--- src/idc_map.vh ---
// register map, field layout, reset values and timing for the id/crc/wake register bank
`ifndef IDC_MAP_VH
`define IDC_MAP_VH
// ----------------------------------------------------------------------------
// register offsets (7-bit address)
// ----------------------------------------------------------------------------
`define IDC_OFF_PART_LAST   7'h07
`define IDC_OFF_REV_MAJOR   7'h08
`define IDC_OFF_REV_MINOR   7'h09
`define IDC_OFF_FCC         7'h0A
`define IDC_OFF_POLY        7'h0B
`define IDC_OFF_SCRATCH     7'h0F
`define IDC_OFF_WAKE1       7'h11
// ----------------------------------------------------------------------------
// reset values
// ----------------------------------------------------------------------------
`define IDC_FCC_RST         8'h00
`define IDC_POLY_RST        8'h00
`define IDC_SCRATCH_RST     8'h00
`define IDC_WAKE1_RST       8'h04
// ----------------------------------------------------------------------------
// wake config one field positions
// ----------------------------------------------------------------------------
`define IDC_WK_EDGE_HI      7
`define IDC_WK_EDGE_LO      6
`define IDC_WK_STAT_HI      5
`define IDC_WK_STAT_LO      4
`define IDC_WK_INV_HI       3
`define IDC_WK_INV_LO       2
`define IDC_WK_MAX_HI       1
`define IDC_WK_MAX_LO       0
// ----------------------------------------------------------------------------
// wake edge selection and status codes
// ----------------------------------------------------------------------------
`define IDC_EDGE_RISE       2'h0
`define IDC_EDGE_BOTH       2'h1
`define IDC_EDGE_FALL       2'h2
`define IDC_EDGE_PULSE      2'h3
`define IDC_STAT_NONE       2'h0
`define IDC_STAT_RISE       2'h1
`define IDC_STAT_FALL       2'h2
`define IDC_STAT_PULSE      2'h3
// ----------------------------------------------------------------------------
// frame check polynomials and frame lengths
// ----------------------------------------------------------------------------
`define IDC_POLY_A          8'h2F
`define IDC_POLY_B          8'h1D
`define IDC_CRC_INIT        8'hFF
`define IDC_BITS_PLAIN      5'h10
`define IDC_BITS_CRC        5'h18
// ----------------------------------------------------------------------------
// timing: wake widths in ms, tick derived from clock
// ----------------------------------------------------------------------------
`define IDC_CLK_PERIOD_NS   10
`define IDC_T_TICK_NS       1000000
`define IDC_TICK_CYCLES     (`IDC_T_TICK_NS / `IDC_CLK_PERIOD_NS)
`define IDC_T_INV0_MS       12'h005
`define IDC_T_INV1_MS       12'h00A
`define IDC_T_INV2_MS       12'h014
`define IDC_T_INV3_MS       12'h028
`define IDC_T_MIN0_MS       12'h00A
`define IDC_T_MIN1_MS       12'h014
`define IDC_T_MIN2_MS       12'h028
`define IDC_T_MIN3_MS       12'h050
`define IDC_T_MAX0_MS       12'h2EE
`define IDC_T_MAX1_MS       12'h3E8
`define IDC_T_MAX2_MS       12'h5DC
`define IDC_T_MAX3_MS       12'h7D0
`endif

--- src/idc_wake_qual.v ---
// wake pin edge detector and pulse width qualifier
`timescale 1ns/1ps
`include "idc_map.vh"
module idc_wake_qual #(
  parameter TICK_CYCLES = `IDC_TICK_CYCLES
) (
  // system
  input  wire       clk_sys,
  input  wire       rst_n,
  // pin
  input  wire       wake_pin,
  // configuration
  input  wire [1:0] edge_sel,
  input  wire [1:0] inv_sel,
  input  wire [1:0] max_sel,
  // event
  output reg        evt_valid,
  output reg  [1:0] evt_code
);

  reg        sync1_reg;
  reg        sync2_reg;
  reg        sync3_reg;
  reg [31:0] tick_cnt_reg;
  reg [11:0] width_reg;
  reg [11:0] inv_ms;
  reg [11:0] min_ms;
  reg [11:0] max_ms;
  wire       rise = sync2_reg & ~sync3_reg;
  wire       fall = ~sync2_reg & sync3_reg;
  wire       tick = (tick_cnt_reg == TICK_CYCLES - 1);
  wire       pulse_ok;

  // ----------------------------------------------------------------------------
  // width limits from config codes
  // ----------------------------------------------------------------------------
  always @* begin
    case (inv_sel) // RL8
      2'h0:    begin inv_ms = `IDC_T_INV0_MS; min_ms = `IDC_T_MIN0_MS; end
      2'h1:    begin inv_ms = `IDC_T_INV1_MS; min_ms = `IDC_T_MIN1_MS; end
      2'h2:    begin inv_ms = `IDC_T_INV2_MS; min_ms = `IDC_T_MIN2_MS; end
      default: begin inv_ms = `IDC_T_INV3_MS; min_ms = `IDC_T_MIN3_MS; end
    endcase
    case (max_sel) // RL9
      2'h0:    max_ms = `IDC_T_MAX0_MS;
      2'h1:    max_ms = `IDC_T_MAX1_MS;
      2'h2:    max_ms = `IDC_T_MAX2_MS;
      default: max_ms = `IDC_T_MAX3_MS;
    endcase
  end

  // reject at or below threshold, accept from min to max
  assign pulse_ok = (width_reg > inv_ms) && (width_reg >= min_ms) // RL8
                    && (width_reg <= max_ms); // RL9

  // ----------------------------------------------------------------------------
  // pin sync, ms tick and high-phase width count
  // ----------------------------------------------------------------------------
  always @(posedge clk_sys) begin
    if (!rst_n) begin
      sync1_reg    <= 1'b0;
      sync2_reg    <= 1'b0;
      sync3_reg    <= 1'b0;
      tick_cnt_reg <= 32'h0000_0000;
      width_reg    <= 12'h000;
    end else begin
      sync1_reg <= wake_pin;
      sync2_reg <= sync1_reg;
      sync3_reg <= sync2_reg;
      if (rise || tick)
        tick_cnt_reg <= 32'h0000_0000; // restart tick at pulse start
      else
        tick_cnt_reg <= tick_cnt_reg + 32'h0000_0001;
      if (rise)
        width_reg <= 12'h000;
      else if (sync2_reg && tick && width_reg != 12'hFFF)
        width_reg <= width_reg + 12'h001; // saturating ms count
    end
  end

  // ----------------------------------------------------------------------------
  // event generation per edge selection
  // ----------------------------------------------------------------------------
  always @(posedge clk_sys) begin
    if (!rst_n) begin
      evt_valid <= 1'b0;
      evt_code  <= `IDC_STAT_NONE;
    end else begin
      evt_valid <= 1'b0;
      case (edge_sel) // RL10
        `IDC_EDGE_RISE: begin
          if (rise) begin
            evt_valid <= 1'b1;
            evt_code  <= `IDC_STAT_RISE;
          end
        end
        `IDC_EDGE_FALL: begin
          if (fall) begin
            evt_valid <= 1'b1;
            evt_code  <= `IDC_STAT_FALL;
          end
        end
        `IDC_EDGE_BOTH: begin
          if (rise || fall) begin
            evt_valid <= 1'b1;
            evt_code  <= rise ? `IDC_STAT_RISE : `IDC_STAT_FALL;
          end
        end
        default: begin
          if (fall && pulse_ok) begin
            evt_valid <= 1'b1;
            evt_code  <= `IDC_STAT_PULSE;
          end
        end
      endcase
    end
  end

endmodule // idc_wake_qual

--- src/idc_regs.v ---
// spi register bank: part number, revision, frame check, scratch, wake config one
//
// Overview of operation
// [RL1] offsets 0 to 7 read the eight part number characters and writes never change them.
// [RL2] bit 0 of the frame check control turns frame checking on, and it is off after reset.
// [RL3] bit 0 of the polynomial select picks 0x2F when 0 and 0x1D when 1 for the frame crc.
// [RL4] the polynomial select resets to zero so 0x2F is used until software changes it.
// [RL5] the scratch register resets to zero and reads back whatever was written.
// [RL6] bits 7 to 1 of frame check control and polynomial select read zero and ignore writes.
// [RL7] bits 5-4 of wake config one hold the last wake event, set by hardware, cleared by zeros.
// [RL8] bits 3-2, reset 01, choose the invalid threshold and the minimum valid pulse width.
// [RL9] bits 1-0, reset 00, choose the longest wake pulse still counted as valid.
// [RL10] bits 7-6, reset 00, choose which wake pin transition raises a wake.
`timescale 1ns/1ps
`include "idc_map.vh"
module idc_regs #(
  parameter [63:0] PART_NUMBER = 64'h4142_4344_4546_4733, // arbitrary value
  parameter [7:0]  REV_MAJOR   = 8'h0A,                   // arbitrary value
  parameter [7:0]  REV_MINOR   = 8'h0B,                   // arbitrary value
  parameter        TICK_CYCLES = `IDC_TICK_CYCLES
) (
  // system
  input  wire clk_sys,
  input  wire rst_n,
  // spi target
  input  wire spi_sclk,
  input  wire spi_cs_n,
  input  wire spi_mosi,
  output wire spi_miso,
  output wire spi_miso_oe,
  // wake pin
  input  wire wake_pin,
  // status and control out
  output wire frame_check_on,
  output wire polynomial_choice_bit,
  output wire wake_request,
  output wire frame_check_error
);

  // ----------------------------------------------------------------------------
  // declarations
  // ----------------------------------------------------------------------------
  reg  [2:0] sync1_reg;
  reg  [2:0] sync2_reg;
  reg  [2:0] sync3_reg;
  reg  [4:0] bit_cnt_reg;
  reg  [7:0] rx_shift_reg;
  reg  [7:0] cmd_reg;
  reg  [7:0] data_rx_reg;
  reg  [7:0] crc_rx_reg;
  reg  [7:0] crc_tx_reg;
  reg  [7:0] tx_shift_reg;
  reg        miso_reg;
  reg        miso_oe_reg;
  reg        crc_en_reg;
  reg        poly_sel_reg;
  reg  [7:0] scratch_reg;
  reg  [1:0] wk_edge_reg;
  reg  [1:0] wk_stat_reg;
  reg  [1:0] wk_inv_reg;
  reg  [1:0] wk_max_reg;
  reg        wake_req_reg;
  reg        crc_err_reg;
  reg  [7:0] rdata;
  // reset words held at full width so each field is cut out on purpose
  localparam [7:0] FCC_RST   = `IDC_FCC_RST;
  localparam [7:0] POLY_RST  = `IDC_POLY_RST;
  localparam [7:0] WAKE1_RST = `IDC_WAKE1_RST;
  wire [7:0] poly;
  wire [7:0] rx_next;
  wire       sclk_rise;
  wire       sclk_fall;
  wire       cs_act;
  wire       cs_start;
  wire       cs_end;
  wire       mosi_s;
  wire       len_ok;
  wire       crc_ok;
  wire       wr_ok;
  wire       wk_evt;
  wire [1:0] wk_code;

  // ----------------------------------------------------------------------------
  // crc over one byte, msb first
  // ----------------------------------------------------------------------------
  function [7:0] crc8;
    input [7:0] crc_in;
    input [7:0] byte_in;
    input [7:0] p;
    integer i;
    reg [7:0] c;
    begin
      c = crc_in;
      for (i = 7; i >= 0; i = i - 1) begin
        if (c[7] ^ byte_in[i])
          c = {c[6:0], 1'b0} ^ p;
        else
          c = {c[6:0], 1'b0};
      end
      crc8 = c;
    end
  endfunction

  // ----------------------------------------------------------------------------
  // read decode
  // ----------------------------------------------------------------------------
  // registers come in as arguments so the caller's sensitivity sees them change
  function [7:0] reg_read;
    input [6:0] a;
    input       fcc_bit;
    input       poly_bit;
    input [7:0] scr;
    input [7:0] wk;
    begin
      if (a <= `IDC_OFF_PART_LAST)
        reg_read = PART_NUMBER[(7 - a[2:0]) * 8 +: 8]; // RL1
      else begin
        case (a)
          `IDC_OFF_REV_MAJOR: reg_read = REV_MAJOR;
          `IDC_OFF_REV_MINOR: reg_read = REV_MINOR;
          `IDC_OFF_FCC:       reg_read = {7'h00, fcc_bit};  // RL6
          `IDC_OFF_POLY:      reg_read = {7'h00, poly_bit}; // RL6
          `IDC_OFF_SCRATCH:   reg_read = scr;               // RL5
          `IDC_OFF_WAKE1:     reg_read = wk;
          default:            reg_read = 8'h00;
        endcase
      end
    end
  endfunction

  always @* begin
    rdata = reg_read(rx_next[6:0], crc_en_reg, poly_sel_reg, scratch_reg,
                     {wk_edge_reg, wk_stat_reg, wk_inv_reg, wk_max_reg});
  end

  // ----------------------------------------------------------------------------
  // pin sync and edge finding
  // ----------------------------------------------------------------------------
  always @(posedge clk_sys) begin
    if (!rst_n) begin
      sync1_reg <= 3'h3;
      sync2_reg <= 3'h3;
      sync3_reg <= 3'h3;
    end else begin
      sync1_reg <= {spi_sclk, spi_cs_n, spi_mosi};
      sync2_reg <= sync1_reg;
      sync3_reg <= sync2_reg;
    end
  end

  assign sclk_rise = sync2_reg[2] & ~sync3_reg[2];
  assign sclk_fall = ~sync2_reg[2] & sync3_reg[2];
  assign cs_act    = ~sync2_reg[1];
  assign cs_start  = ~sync2_reg[1] & sync3_reg[1];
  assign cs_end    = sync2_reg[1] & ~sync3_reg[1];
  assign mosi_s    = sync2_reg[0];
  assign rx_next   = {rx_shift_reg[6:0], mosi_s};
  assign poly      = poly_sel_reg ? `IDC_POLY_B : `IDC_POLY_A; // RL3

  // frame acceptance: length per crc mode, crc byte must match
  assign len_ok = crc_en_reg ? (bit_cnt_reg == `IDC_BITS_CRC) : (bit_cnt_reg == `IDC_BITS_PLAIN);
  assign crc_ok = ~crc_en_reg | (rx_shift_reg == crc_rx_reg); // RL2
  assign wr_ok  = cs_end & cmd_reg[7] & len_ok & crc_ok;

  // ----------------------------------------------------------------------------
  // spi frame engine: cmd byte, data byte, optional crc byte
  // ----------------------------------------------------------------------------
  always @(posedge clk_sys) begin
    if (!rst_n) begin
      bit_cnt_reg  <= 5'h00;
      rx_shift_reg <= 8'h00;
      cmd_reg      <= 8'h00;
      data_rx_reg  <= 8'h00;
      crc_rx_reg   <= 8'h00;
      crc_tx_reg   <= 8'h00;
      tx_shift_reg <= 8'h00;
      miso_reg     <= 1'b0;
      miso_oe_reg  <= 1'b0;
      crc_err_reg  <= 1'b0;
    end else begin
      crc_err_reg <= cs_end & crc_en_reg & ~(len_ok & crc_ok); // RL2
      if (cs_start) begin
        bit_cnt_reg  <= 5'h00;
        tx_shift_reg <= 8'h00;
        miso_reg     <= 1'b0;
        miso_oe_reg  <= 1'b1;
      end else if (cs_end) begin
        miso_oe_reg <= 1'b0;
      end else if (cs_act && sclk_rise) begin
        rx_shift_reg <= rx_next;
        if (bit_cnt_reg != 5'h1F)
          bit_cnt_reg <= bit_cnt_reg + 5'h01;
        if (bit_cnt_reg == 5'h07) begin
          cmd_reg      <= rx_next;
          crc_rx_reg   <= crc8(`IDC_CRC_INIT, rx_next, poly); // RL3
          tx_shift_reg <= rdata;
          crc_tx_reg   <= crc8(crc8(`IDC_CRC_INIT, rx_next, poly), rdata, poly); // RL3
        end else if (bit_cnt_reg == 5'h0F) begin
          data_rx_reg  <= rx_next;
          crc_rx_reg   <= crc8(crc_rx_reg, rx_next, poly);
          tx_shift_reg <= crc_tx_reg;
        end
      end else if (cs_act && sclk_fall) begin
        miso_reg     <= tx_shift_reg[7];
        tx_shift_reg <= {tx_shift_reg[6:0], 1'b0};
      end
    end
  end

  // ----------------------------------------------------------------------------
  // writable registers, committed at frame end
  // ----------------------------------------------------------------------------
  always @(posedge clk_sys) begin
    if (!rst_n) begin
      crc_en_reg   <= FCC_RST[0];                                  // RL2
      poly_sel_reg <= POLY_RST[0];                                 // RL4
      scratch_reg  <= `IDC_SCRATCH_RST;                            // RL5
      wk_edge_reg  <= WAKE1_RST[`IDC_WK_EDGE_HI:`IDC_WK_EDGE_LO]; // RL10
      wk_inv_reg   <= WAKE1_RST[`IDC_WK_INV_HI:`IDC_WK_INV_LO];   // RL8
      wk_max_reg   <= WAKE1_RST[`IDC_WK_MAX_HI:`IDC_WK_MAX_LO];   // RL9
    end else if (wr_ok) begin
      case (cmd_reg[6:0])
        `IDC_OFF_FCC:     crc_en_reg   <= data_rx_reg[0]; // RL2
        `IDC_OFF_POLY:    poly_sel_reg <= data_rx_reg[0]; // RL3
        `IDC_OFF_SCRATCH: scratch_reg  <= data_rx_reg;    // RL5
        `IDC_OFF_WAKE1: begin
          wk_edge_reg <= data_rx_reg[`IDC_WK_EDGE_HI:`IDC_WK_EDGE_LO]; // RL10
          wk_inv_reg  <= data_rx_reg[`IDC_WK_INV_HI:`IDC_WK_INV_LO];   // RL8
          wk_max_reg  <= data_rx_reg[`IDC_WK_MAX_HI:`IDC_WK_MAX_LO];   // RL9
        end
        default: ; // read-only and unmapped offsets ignore writes
      endcase
    end
  end

  // ----------------------------------------------------------------------------
  // wake status: hardware set beats host clear
  // ----------------------------------------------------------------------------
  always @(posedge clk_sys) begin
    if (!rst_n) begin
      wk_stat_reg  <= `IDC_STAT_NONE;
      wake_req_reg <= 1'b0;
    end else begin
      wake_req_reg <= wk_evt;
      if (wk_evt)
        wk_stat_reg <= wk_code; // RL7
      else if (wr_ok && cmd_reg[6:0] == `IDC_OFF_WAKE1)
        wk_stat_reg <= wk_stat_reg & data_rx_reg[`IDC_WK_STAT_HI:`IDC_WK_STAT_LO]; // RL7
    end
  end

  // ----------------------------------------------------------------------------
  // wake qualifier
  // ----------------------------------------------------------------------------
  idc_wake_qual #(
    .TICK_CYCLES (TICK_CYCLES)
  ) u_wake (
    .clk_sys   (clk_sys),
    .rst_n     (rst_n),
    .wake_pin  (wake_pin),
    .edge_sel  (wk_edge_reg),
    .inv_sel   (wk_inv_reg),
    .max_sel   (wk_max_reg),
    .evt_valid (wk_evt),
    .evt_code  (wk_code)
  );

  // outputs straight from flops
  assign spi_miso              = miso_reg;
  assign spi_miso_oe           = miso_oe_reg;
  assign frame_check_on        = crc_en_reg;
  assign polynomial_choice_bit = poly_sel_reg;
  assign wake_request          = wake_req_reg;
  assign frame_check_error     = crc_err_reg;

endmodule // idc_regs

--- config.mk ---
export PLATFORM = sky130hd
export DESIGN_NAME = idc_regs
export DESIGN_NICKNAME = d
export VERILOG_FILES = /design/src/idc_wake_qual.v /design/src/idc_regs.v
export VERILOG_INCLUDE_DIRS = /design/src
export SDC_FILE = /design/constraint.sdc
export NUM_CORES = 1
export LEC_CHECK = 0
export BUFFER_PORTS_ARGS = -buffer_cell sky130_fd_sc_hd__buf_2
export CAP_MARGIN = 20
export CORE_MARGIN = 2
export CORE_UTILIZATION = 62
export DETAILED_ROUTE_END_ITERATION = 6
export PLACE_DENSITY = 0.77
export SYNTH_ARGS = -nofsm -noshare
export SYNTH_HDL_FRONTEND = slang
export SYNTH_SLANG_ARGS = --single-unit
export TNS_END_PERCENT = 10
--- constraint.sdc ---
create_clock -name clk_sys -period 8.5 [get_ports clk_sys]
set_input_delay 0.85 -clock clk_sys [delete_from_list [all_inputs] [get_ports clk_sys]]
set_output_delay 0.85 -clock clk_sys [all_outputs]
set_load 0.03 [all_outputs]
=== Yosys cells after proc, flatten, opt, wreduce, memory -nomap -nowiden ===
Index checks and enable logic that the tools add are counted.

* Add/sub/neg operators: 4
* Magnitude comparators: 4
* Equal/unequal tests: 28
* Shifts and indexed selects: 1
* Multiplexer cells: 169
* Bitwise logic cells: 74
* Reductions and logical operators: 33

{| class="wikitable"
|+ Operator list
! cell !! count
|-
| 8-bit two-way mux || 148
|-
| 8-bit by 6-bit bitwise XOR with 8-bit output || 23
|-
| 64-bit by 33-bit indexed part select with 8-bit output, first input constant || 1
|-
| 7-bit by 4-bit == test with 1-bit output, second input constant || 8
|-
| 8-bit one-hot mux with 6 select lines || 1
|-
| 11-bit one-hot mux with 3 select lines || 1
|-
| 32-bit by 1-bit adder with 32-bit output, second input constant || 1
|-
| 32-bit by 17-bit == test with 1-bit output, second input constant || 1
|-
| 1-bit bitwise XOR || 23
|-
| 7-bit one-hot mux with 3 select lines || 1
|-
| 6-bit one-hot mux with 3 select lines || 1
|-
| 7-bit by 5-bit == test with 1-bit output, second input constant || 2
|-
| 2-bit two-way mux || 7
|-
| 1-bit NOT || 13
|-
| 12-bit by 1-bit adder with 12-bit output, second input constant || 1
|-
| 1-bit bitwise AND || 12
|-
| 12-bit by 7-bit >= comparator with 1-bit output || 1
|-
| 12-bit by 6-bit > comparator with 1-bit output || 1
|-
| 12-bit by 11-bit <= comparator with 1-bit output || 1
|-
| 12-bit != test, second input constant || 1
|-
| 3-bit AND reduction || 4
|-
| 4-bit AND reduction || 3
|-
| 5-bit == test, second input constant || 2
|-
| 8-bit == test || 1
|-
| 25 further kinds || 55
|}

* Register bits: 134
* Bits of input ports: 6
* Output and inout bits: 6
* Logic and storage cells: 341

=== Logic depth before layout (Yosys ltp) ===
Gate-level depths: netlist (run 1).

* Depth in word-level cells: 108
* Mapped depth: 15
* Gate-level depth less buffers: 12

=== By module ===
A second synthesis (run 1) with hierarchy kept.

* Cells, all modules: 967
* Area, all modules: 8315.5 um2

{| class="wikitable"
|+ Modules (own cells, without submodules)
! module !! instances !! cells each !! area each (um2) !! seq. area each (um2)
|-
| idc_regs || 1 || 642 || 5519.0 || 1661.6
|-
| idc_wake_qual || 1 || 325 || 2796.4 || 1001.0
|}

=== Worst setup path after synthesis (run 1) ===
Ideal clock, no wire load.

* Path kind: flip-flop to flip-flop
* From: register poly_sel_reg, in the netlist polynomial_choice_bit
* To: register crc_tx_reg[4]
* Library setup time: 118 ps
* Data arrival time: 4382 ps
* Data required time: 8382 ps
* Setup slack: 4000 ps
* Cell stages (with the launch flop): 15
* Path buffers: 3
* Period minus slack after synthesis: 4500 ps
* Path through: dfxtp_1 -> buf_2 -> clkinv_1 -> clkbuf_1 -> buf_1 -> ha_1 -> mux2i_4 -> xnor3_1 -> a21oi_1 -> xor3_2 -> xnor2_4 -> xor2_2 -> xnor3_1 -> or3_1 -> o2111a_1

* Cells in the longest elaborated chain, start to end: 108
* Elaborated cells on any way between the ends: 123
* Classes of those cells: mux: 94; bitwise: 29

{| class="wikitable"
|+ Ends and longest elaborated chain
! element !! RTL line !! text
|-
| from (decl) || idc_regs.v:56 || <nowiki>reg poly_sel_reg;</nowiki>
|-
| from (signal assigned) || idc_regs.v:216 || <nowiki>poly_sel_reg <= POLY_RST[0];</nowiki>
|-
| from (signal assigned) || idc_regs.v:224 || <nowiki>`IDC_OFF_POLY: poly_sel_reg <= data_rx_reg[0];</nowiki>
|-
| 6-bit two-way mux (no source line) || -- ||
|-
| 5-bit NOT with 7-bit output (no source line) || -- ||
|-
| 8-bit two-way mux || idc_regs.v:95 || <nowiki>if (c[7] ^ byte_in[i])</nowiki>
|-
| 8-bit two-way mux || idc_regs.v:193 || <nowiki>if (bit_cnt_reg == 5'h07) begin</nowiki>
|-
| 8-bit two-way mux || idc_regs.v:189 || <nowiki>end else if (cs_act && sclk_rise) begin</nowiki>
|-
| 8-bit two-way mux || idc_regs.v:187 || <nowiki>end else if (cs_end) begin</nowiki>
|-
| 8-bit two-way mux || idc_regs.v:182 || <nowiki>if (cs_start) begin</nowiki>
|-
| 8-bit two-way mux || idc_regs.v:169 || <nowiki>if (!rst_n) begin</nowiki>
|-
| [... 92 more ...] || -- ||
|-
| 8-bit two-way mux || idc_regs.v:95 ||
|-
| 8-bit two-way mux || idc_regs.v:193 ||
|-
| 8-bit two-way mux || idc_regs.v:189 ||
|-
| 8-bit two-way mux || idc_regs.v:187 ||
|-
| 8-bit two-way mux || idc_regs.v:182 ||
|-
| 8-bit two-way mux || idc_regs.v:169 ||
|-
| 8-bit by 6-bit bitwise XOR with 8-bit output / 1-bit bitwise XOR (equally long branches) || idc_regs.v:96, idc_regs.v:95 ||
|-
| 8-bit two-way mux * || idc_regs.v:95 ||
|-
| to (signal assigned) || idc_regs.v:197 || <nowiki>crc_tx_reg <= crc8(crc8(`IDC_CRC_INIT, rx_next, poly), rdata, poly);</nowiki>
|-
| to (decl) || idc_regs.v:51 || <nowiki>reg [7:0] crc_tx_reg;</nowiki>
|}

Mark *: on every way between the ends. The rest lies on a longest branch, timed or not. The select of a mux whose other input is x is not followed.
A chain may end at the register's enable or synchronous reset.

=== Worst setup path after layout (run 1) ===
Ends and elaborated chain as after synthesis.

==> results of run 1 <==
[worst min-delay path by stage]
stage,startpoint,to,slack (ns)
2_1_floorplan,sync1_reg[0]$_SDFF_PN1_,sync2_reg[0]$_SDFF_PN1_,0.39
3_3_place_gp,sync1_reg[0]$_SDFF_PN1_,sync2_reg[0]$_SDFF_PN1_,0.40
3_5_place_dp,sync1_reg[0]$_SDFF_PN1_,sync2_reg[0]$_SDFF_PN1_,0.42
4_1_cts,sync1_reg[0]$_SDFF_PN1_,sync2_reg[0]$_SDFF_PN1_,0.42
5_1_grt,sync1_reg[0]$_SDFF_PN1_,sync2_reg[0]$_SDFF_PN1_,0.43
6_report,sync1_reg[0]$_SDFF_PN1_,sync2_reg[0]$_SDFF_PN1_,0.42
[synthesized netlist by cell type (4+ instances only)]
cell and instances:
a21o_1 6, or3_1 13, and2_1 10, nand2b_1 12, and3_1 12, dfxtp_1 133
nor4_1 10, a211o_1 4, nand2_1 99, clkbuf_1 35, nor2_1 97, xnor2_1 67
buf_2 6, a211oi_1 12, o21ai_0 31, xnor2_2 4, o211ai_1 13, xor2_1 56
xnor3_1 17, xor3_1 4, nor3b_1 4, nor3_1 15, nand3_1 29, o211a_1 7
ha_1 38, mux2i_1 39, a221oi_1 5, inv_1 25, o21a_1 4, nor2b_1 30
buf_1 4, a21oi_1 24, a21boi_0 24, nand4_1 15
[cell type report]
cell class / instances / area, um2
Multi-Input combinational cell: 746 / 5480
Fill cell: 1058 / 4200
Sequential cell: 133 / 2660
Clock buffer: 21 / 460
Tap cell: 176 / 220
Inverter: 26 / 97.6
Timing Repair Buffer: 16 / 92.6
Clock inverter: 9 / 81.3
[power breakdown]
group	internal [W]	switching, W	leakage (nW)
logic	0.0000346	0.0000407	2.43
registers	0.000628	0.00000424	1.07
clock network	0.000412	0.000275	0.261
[layer usage]
layer	routed length [um]	vias up	share of wire	track usage
li1	-	3280	-	-
met1	9110	3063	0.49	0.386
met3	1000	31	0.054	0.0552
met2	8100	183	0.44	0.400
met5	0	-	0	0
met4	337	0	0.018	0.0756
[layout by cell type (no fill, tap or decap), drive strengths merged, types with 13 or more instances in the layout]
| master | count |
|---|---|
| xnor2 | 72 |
| a21oi | 24 |
| xnor3 | 18 |
| inv | 25 |
| nand3 | 29 |
| o21ai | 31 |
| a21boi | 24 |
| nor2b | 30 |
| ha | 38 |
| dfxtp | 133 |
| nand2 | 99 |
| xor2 | 59 |
| mux2i | 40 |
| or3 | 13 |
| buf | 16 |
| nor3 | 15 |
| clkbuf | 21 |
| o211ai | 13 |
| nand4 | 15 |
| nor2 | 98 |
[stage by stage]
| stage | cell area (um2) | cells | hold slack (ns) | power, W |
|---|---|---|---|---|
| floorplan | 8440 | 953 | 0.386 | 0.000706 |
| global placement | 8550 | 1097 | 0.396 | 0.000719 |
| detailed placement | 8550 | 1097 | 0.417 | 0.000720 |
| CTS | 9090 | 1127 | 0.424 | 0.00140 |
| global route | 9090 | 1127 | 0.434 | 0.00144 |
| finish | 9090 | 1127 | 0.421 | 0.00139 |
[cell families after synthesis]
family | synth area share
AOI/OAI and AO/OA | 0.126
xor gates and xnor gates | 0.207
adders and majority gates | 0.0563
buffers and inverters | 0.0360
DFF | 0.315
muxes | 0.0502
and+or+nand+nor | 0.209
==> PnR_summary.wiki, run 1 <==
{| class="wikitable"
! Metric !! Value
|-
| Pre-antenna DRT Iters || 6
|-
| RD Place Congestion || 0.893
|-
| CTS H-tree depth || 4
|-
| Floorplan die area || about 0.015 mm2
|-
| Reg-to-reg setup timing slack || 3.37 ns
|-
| Post-CTS setup buffer count || 0
|-
| Sequential area share after synthesis || 0.315
|-
| Worst r2r path cells || 13
|-
| Dpl hpwl || 13000 um
|-
| Worst clock skew || between 0.015 and 0.02 ns
|-
| N_diodes || 0
|-
| Number of antenna-violating nets in the routed design || 0
|-
| Post-route minimum period || a little over 5 ns
|-
| Source-to-sink clock delay at the later pin of the worst-skew pair || ~0.43 ns
|-
| Aggregate routed wire length || 18600 um
|-
| Number of warnings issued by yosys || 0
|-
| Portion of synthesized cell area occupied by the leading cell type || 0.315
|-
| Category of the worst setup path capture point || register
|-
| Highest Clock Rate || 195 MHz
|-
| Gate family responsible for the most delay along the worst path || XOR/XNOR gates
|-
| First-pass GRT wire length || between 30000 and 40000 um
|-
| Power density cells || approximately 150 mW/mm2
|-
| Max-capacitance violation count || 0
|-
| Total negative slack || 0 ns
|-
| P&R area growth vs syn || 7.74%
|-
| Type of origin of the critical path || register
|-
| Count of flip-flops with a built-in enable after synthesis || 0
|-
| Effective utilization at floorplan || 0.635
|-
| CP required || a little under 9 ns
|-
| Total stage count of the critical path || 13
|-
| Max Fanout on Critical Path || 44
|-
| Netlist area before placement || between 0.008 and 0.009 mm2
|-
| Critical path destination || crc_tx_reg[4]$_SDFFE_PN0P_
|-
| Synth cell types || 69
|-
| Pin count of the biggest net entering global routing || 78
|-
| Slew at the pin closest to its max-slew limit || a little over 0.9 ns
|-
| Antenna violations before repair || 0
|-
| Average size of a mapped cell || 8.86 um2
|-
| Worst stage delay on the critical path || ~0.74 ns
|-
| Avg Vias per Cell || 5.82
|-
| Worst voltage drop across the vdd grid || ~0.13 mV
|-
| Critical-path cell list || buf_4, clkinv_1, ha_1, xnor2_1, mux2i_1, xnor3_1, xnor3_1, nor2_1, o21bai_1, xnor2_1, xnor3_1, or3_1, o2111a_1
|-
| Flip-flop cell with the highest count after synthesis || dfxtp_1
|-
| Die width || ~120 um
|-
| Final worst setup slack || about 3.4 ns
|-
| Critical register-to-register path endpoint || crc_tx_reg[4]$_SDFFE_PN0P_
|-
| Final Hold Violating Endpoints || 0
|-
| Top area cells in the synthesized netlist || dfxtp_1 32%, xnor2_1 7.0%, xor2_1 5.8%, ha_1 5.6%, mux2i_1 4.6%
|-
| Y dimension of the die || 121 um
|-
| Post-layout utilization of the core || 0.684
|-
| Cells after synthesis || about 950
|-
| Flip-flop count of the largest register after layout || 32
|-
| RSZ-0062 raised after global routing || no
|-
| Number of global-route vias before repair || around 6100
|-
| Area of the placeable core || 0.0133 mm2
|-
| Top-level I/O count || 12
|-
| Crit path arrival time || between 5 and 6 ns
|-
| Clock net sink count || 133
|-
| Slew Limit Headroom || 0.383
|-
| Layout cell share with drive strength beyond 1 || 0.0673
|-
| Worst setup timing slack at the placement stage || approximately 3.5 ns
|-
| Depth of the worst hold-timing path || 1
|-
| Post-DR wirelength/cell || 16.5 um
|-
| Async set-reset flop share out of synthesis || 0
|-
| Root buffer cell || clkbuf_16
|-
| Outcome || finished, final reports clean
|-
| Leakage || 3.76 nW
|-
| Total number of nets in the final design || around 1000
|-
| Post-route fraction of the period consumed by the critical path || 0.604
|-
| Post-synthesis sequential element count || 133
|-
| Gates resized, CTS repair || 0
|-
| Cts hold-fix bufs || 0
|-
| Number of buffers added on ports || 11
|-
| Worst Path Class, Setup || register to register
|-
| Critical-path top delay cell || clkinv_1
|-
| TritonCTS clock tree || built
|-
| Start point of the critical path || polynomial_choice_bit$_SDFFE_PN0P_
|-
| Worst r2r src || polynomial_choice_bit$_SDFFE_PN0P_
|-
| 1st-iter DRT viols || ~470
|-
| Tot GR Track Use || 0.266
|-
| Most frequent cell on the critical path || xnor3_1
|-
| CP bufs+invs || 2
|-
| Library cell with the largest summed area after synthesis || dfxtp_1
|-
| Row count || 42
|-
| Total number of vias || roughly 6600
|-
| Count of final max-slew check failures || 0
|-
| Post-CTS clock slew at the launch and capture registers of the worst setup and hold paths || approximately 0.06 ns
|-
| Kind of path behind the tightest hold check || register to register
|-
| Number of buffers created by CTS || 17
|-
| Total overflow reported by the global router || 0
|-
| Endpoints failing setup || 0
|-
| Total DRC errors in the routed layout || 0
|-
| Net count of the mapped netlist || between 900 and 1000
|-
| Max Buffers Root-to-Sink || 2
|}
Power figures use the tool's default switching activity.
==> run 2: changes to the inputs <==
--- a/config.mk
+++ b/config.mk
@@ -9,9 +9,9 @@
 export BUFFER_PORTS_ARGS = -buffer_cell sky130_fd_sc_hd__buf_2
 export CAP_MARGIN = 20
 export CORE_MARGIN = 2
-export CORE_UTILIZATION = 62
+export CORE_UTILIZATION = 58
 export DETAILED_ROUTE_END_ITERATION = 6
-export PLACE_DENSITY = 0.77
+export PLACE_DENSITY = 0.75
 export SYNTH_ARGS = -nofsm -noshare
 export SYNTH_HDL_FRONTEND = slang
 export SYNTH_SLANG_ARGS = --single-unit
==> constraint.sdc (replaced) <==
create_clock -name clk_sys -period 4.6 [get_ports clk_sys]
set_input_delay 0.46 -clock clk_sys [delete_from_list [all_inputs] [get_ports clk_sys]]
set_output_delay 0.46 -clock clk_sys [all_outputs]
set_load 0.03 [all_outputs]
==> PnR_summary.wiki, run 2 (synthesis gave the netlist of run 1 again) <==
{| class="wikitable"
! Metric !! Value
|-
| Number of buffers added on ports || 11 (unchanged)
|-
| Sum of met3 wire segment lengths after detailed routing || 607 um (-39%)
|-
| Slew at the pin closest to its max-slew limit || 0.822 ns (-0.102 ns)
|-
| Crit path arrival time || 4.53 ns (-0.92 ns)
|-
| Critical-path top delay cell || dfxtp_1
|-
| Layout cell share with drive strength beyond 1 || 0.0780 (+0.0107)
|-
| Final Hold Violating Endpoints || 0 (unchanged)
|-
| Total overflow reported by the global router || 0 (unchanged)
|-
| Pre-antenna DRT Iters || 5 (-1)
|-
| Antenna violations before repair || 0 (unchanged)
|-
| Clock net sink count || 133 (unchanged)
|-
| CP required || 4.92 ns (-3.90 ns)
|-
| Power density cells || 303 mW/mm2 (+98%)
|-
| Met2 layer wire length in the routed design || 8990 um (+11%)
|-
| RSZ-0062 raised after global routing || no
|-
| Part of the power in combinational logic || 0.050 (-0.004)
|-
| Max Buffers Root-to-Sink || 2 (unchanged)
|-
| Highest Clock Rate || 237 MHz (+22%)
|-
| Root buffer cell || clkbuf_16
|-
| Clock share of power || 0.535 (+0.043)
|-
| Met1 wire length || 8770 um (-3.8%)
|-
| Total negative slack || 0 ns (unchanged)
|-
| Post-route fraction of the period consumed by the critical path || 0.917 (+0.313)
|-
| Slew Limit Headroom || 0.451 (+0.0679)
|-
| Leakage || 3.85 nW (+2.4%)
|-
| Effective utilization at floorplan || 0.588 (-0.0474)
|-
| Y dimension of the die || 125 um (+3.3%)
|-
| Top-level I/O count || 12 (unchanged)
|-
| Commonest cells after routing, fill and taps aside || 133 x dfxtp_1, 99 x nand2_1, 97 x nor2_1
|-
| Post-route minimum period || 4.22 ns (-0.914 ns)
|-
| Post-CTS setup buffer count || 0 (unchanged)
|-
| CTS H-tree depth || 4 (unchanged)
|-
| Die width || 125 um (+3.3%)
|-
| Worst Path Class, Setup || register to register
|-
| Net switching share of the total power || 0.220 (-0.00937)
|-
| Kind of path behind the tightest hold check || input port to register
|-
| P&R area growth vs syn || 9.96%
|-
| Worst clock skew || 0.00975 ns (-0.00607 ns)
|-
| Highest metal layer used by the detailed router || met4
|-
| Number of antenna-violating nets in the routed design || 0 (unchanged)
|-
| Worst stage delay on the critical path || 0.64 ns (-0.10 ns)
|-
| Number of inserted filler cells in the final layout || 1178 (+11%)
|-
| Sequential fraction of design power || 0.415 (-0.039)
|-
| Total number of nets in the final design || 993 (+0.91%)
|-
| Worst setup timing slack at the placement stage || 0.503 ns (-2.96 ns)
|-
| Number of global-route vias before repair || 6349 (+4.9%)
|-
| Tot Pwr || 0.00281 W (+100%)
|-
| Dpl hpwl || 13200 um (+1.2%)
|-
| Category of the worst setup path capture point || register
|-
| Internal power consumption || 0.00220 W (+100%)
|-
| Cts hold-fix bufs || 0 (unchanged)
|-
| Max-capacitance violation count || 0 (unchanged)
|-
| Count of final max-slew check failures || 0 (unchanged)
|-
| Outcome || finished, final reports clean
|-
| Flip-flop count of the largest register after layout || 32 (unchanged)
|-
| TritonCTS clock tree || built
|-
| Source-to-sink clock delay at the later pin of the worst-skew pair || 0.42 ns (about the same)
|-
| Gates resized, CTS repair || 0 (unchanged)
|-
| Floorplan die area || 0.0155 mm2 (+6.7%)
|-
| Area of the placeable core || 0.0144 mm2 (+8.1%)
|-
| N_diodes || 0 (unchanged)
|-
| Most frequent cell on the critical path || xnor3_1
|-
| Tot GR Track Use || 0.251 (-0.0154)
|-
| Post-DR wirelength/cell || 16.3 um (-0.85%)
|-
| First-pass GRT wire length || 31900 um (+3.5%)
|-
| Post-CTS clock slew at the launch and capture registers of the worst setup and hold paths || 0.06 ns (about the same)
|-
| Final worst setup slack || 0.384 ns (-2.99 ns)
|-
| Most common library cell in the layout ignoring fill and taps || dfxtp_1
|-
| 1st-iter DRT viols || 509 (+8.8%)
|-
| Max Fanout on Critical Path || 11 (-75%)
|-
| Number of buffers created by CTS || 17 (unchanged)
|-
| Row count || 44 (+4.8%)
|-
| Worst voltage drop across the vdd grid || 0.269 mV (+100%)
|-
| Endpoints failing setup || 0 (unchanged)
|-
| Power dissipated by switching net loads || 0.000619 W (+94%)
|-
| Pin count of the biggest net entering global routing || 46 (-41%)
|-
| RD Place Congestion || 0.916 (+2.6%)
|-
| Avg Vias per Cell || 5.74 (-1.4%)
|-
| Total number of vias || 6576 (+0.29%)
|-
| Critical-path cell list || inv_1, ha_1, xor2_1, xnor3_1, a21oi_1, xor3_2, xnor2_4, xor2_2, xnor3_1, or3_1, o2111a_1
|-
| Aggregate routed wire length || 18700 um (+0.82%)
|-
| Type of origin of the critical path || register
|-
| Total DRC errors in the routed layout || 0 (unchanged)
|}
[run 2: path summary, 6_finish.rpt]
path                                     start                    endpoint  slack [ns]  cells past startpoint
hold / removal                        spi_cs_n     sync1_reg[1]$_SDFF_PN1_        0.23                      2
setup reg to reg  rx_shift_reg[6]$_SDFFE_PN0P_  crc_tx_reg[4]$_SDFFE_PN0P_        0.38                     11
hold reg to reg        sync1_reg[1]$_SDFF_PN1_     sync2_reg[1]$_SDFF_PN1_        0.41                      1
setup / recovery  rx_shift_reg[6]$_SDFFE_PN0P_  crc_tx_reg[4]$_SDFFE_PN0P_        0.38                     11
[run 2: critical path: cells and delay by family (launching register included)]
family | cells | cell delay [ns]
buffers and inverters | 1 | 0.17
XOR/XNOR | 6 | 2.25
adder cells (fa/ha/maj) | 1 | 0.29
AO/OA/AOI/OAI | 2 | 0.40
flip-flops | 1 | 0.64
AND/OR/NAND/NOR | 1 | 0.35
[run 2: final cells by class]
class	instances	area (um2)	area share
clock buffers	19	433	0.0466
clock inverters	13	219	0.0236
inverters	26	97.6	0.0105
multi-input cells	746	5480	0.590
flip-flops and latches	133	2660	0.287
well taps	184	230	0.0248
repair buffers	25	160	0.0173
[run 2: routing by layer]
metal,GRT usage,vias up
li1,-,3289
met2,0.414,131
met4,0.0820,0
met5,0,-
met1,0.335,3130
met3,0.0434,26
[run 2: power by group through the flow]
stage	clock network, W	logic, W	registers, W
final	0.00151	0.000141	0.00117
after global routing	0.00158	0.000156	0.00117
after CTS	0.00153	0.000141	0.00117
after detailed placement	0	0.000140	0.00119
after global placement	0	0.000139	0.00119
after floorplan	0	0.000114	0.00119
[run 2: per-stage QoR]
stage / instances / hold WS [ns] / util / instance area [um2]
4_1_cts: 1146 / 0.213 / 0.646 / 9280
2_1_floorplan: 953 / 0.386 / - / 8440
3_5_place_dp: 1114 / 0.399 / 0.601 / 8630
5_1_grt: 1146 / 0.233 / 0.646 / 9280
3_3_place_gp: 1114 / 0.393 / 0.601 / 8630
6_report: 1146 / 0.225 / 0.646 / 9280
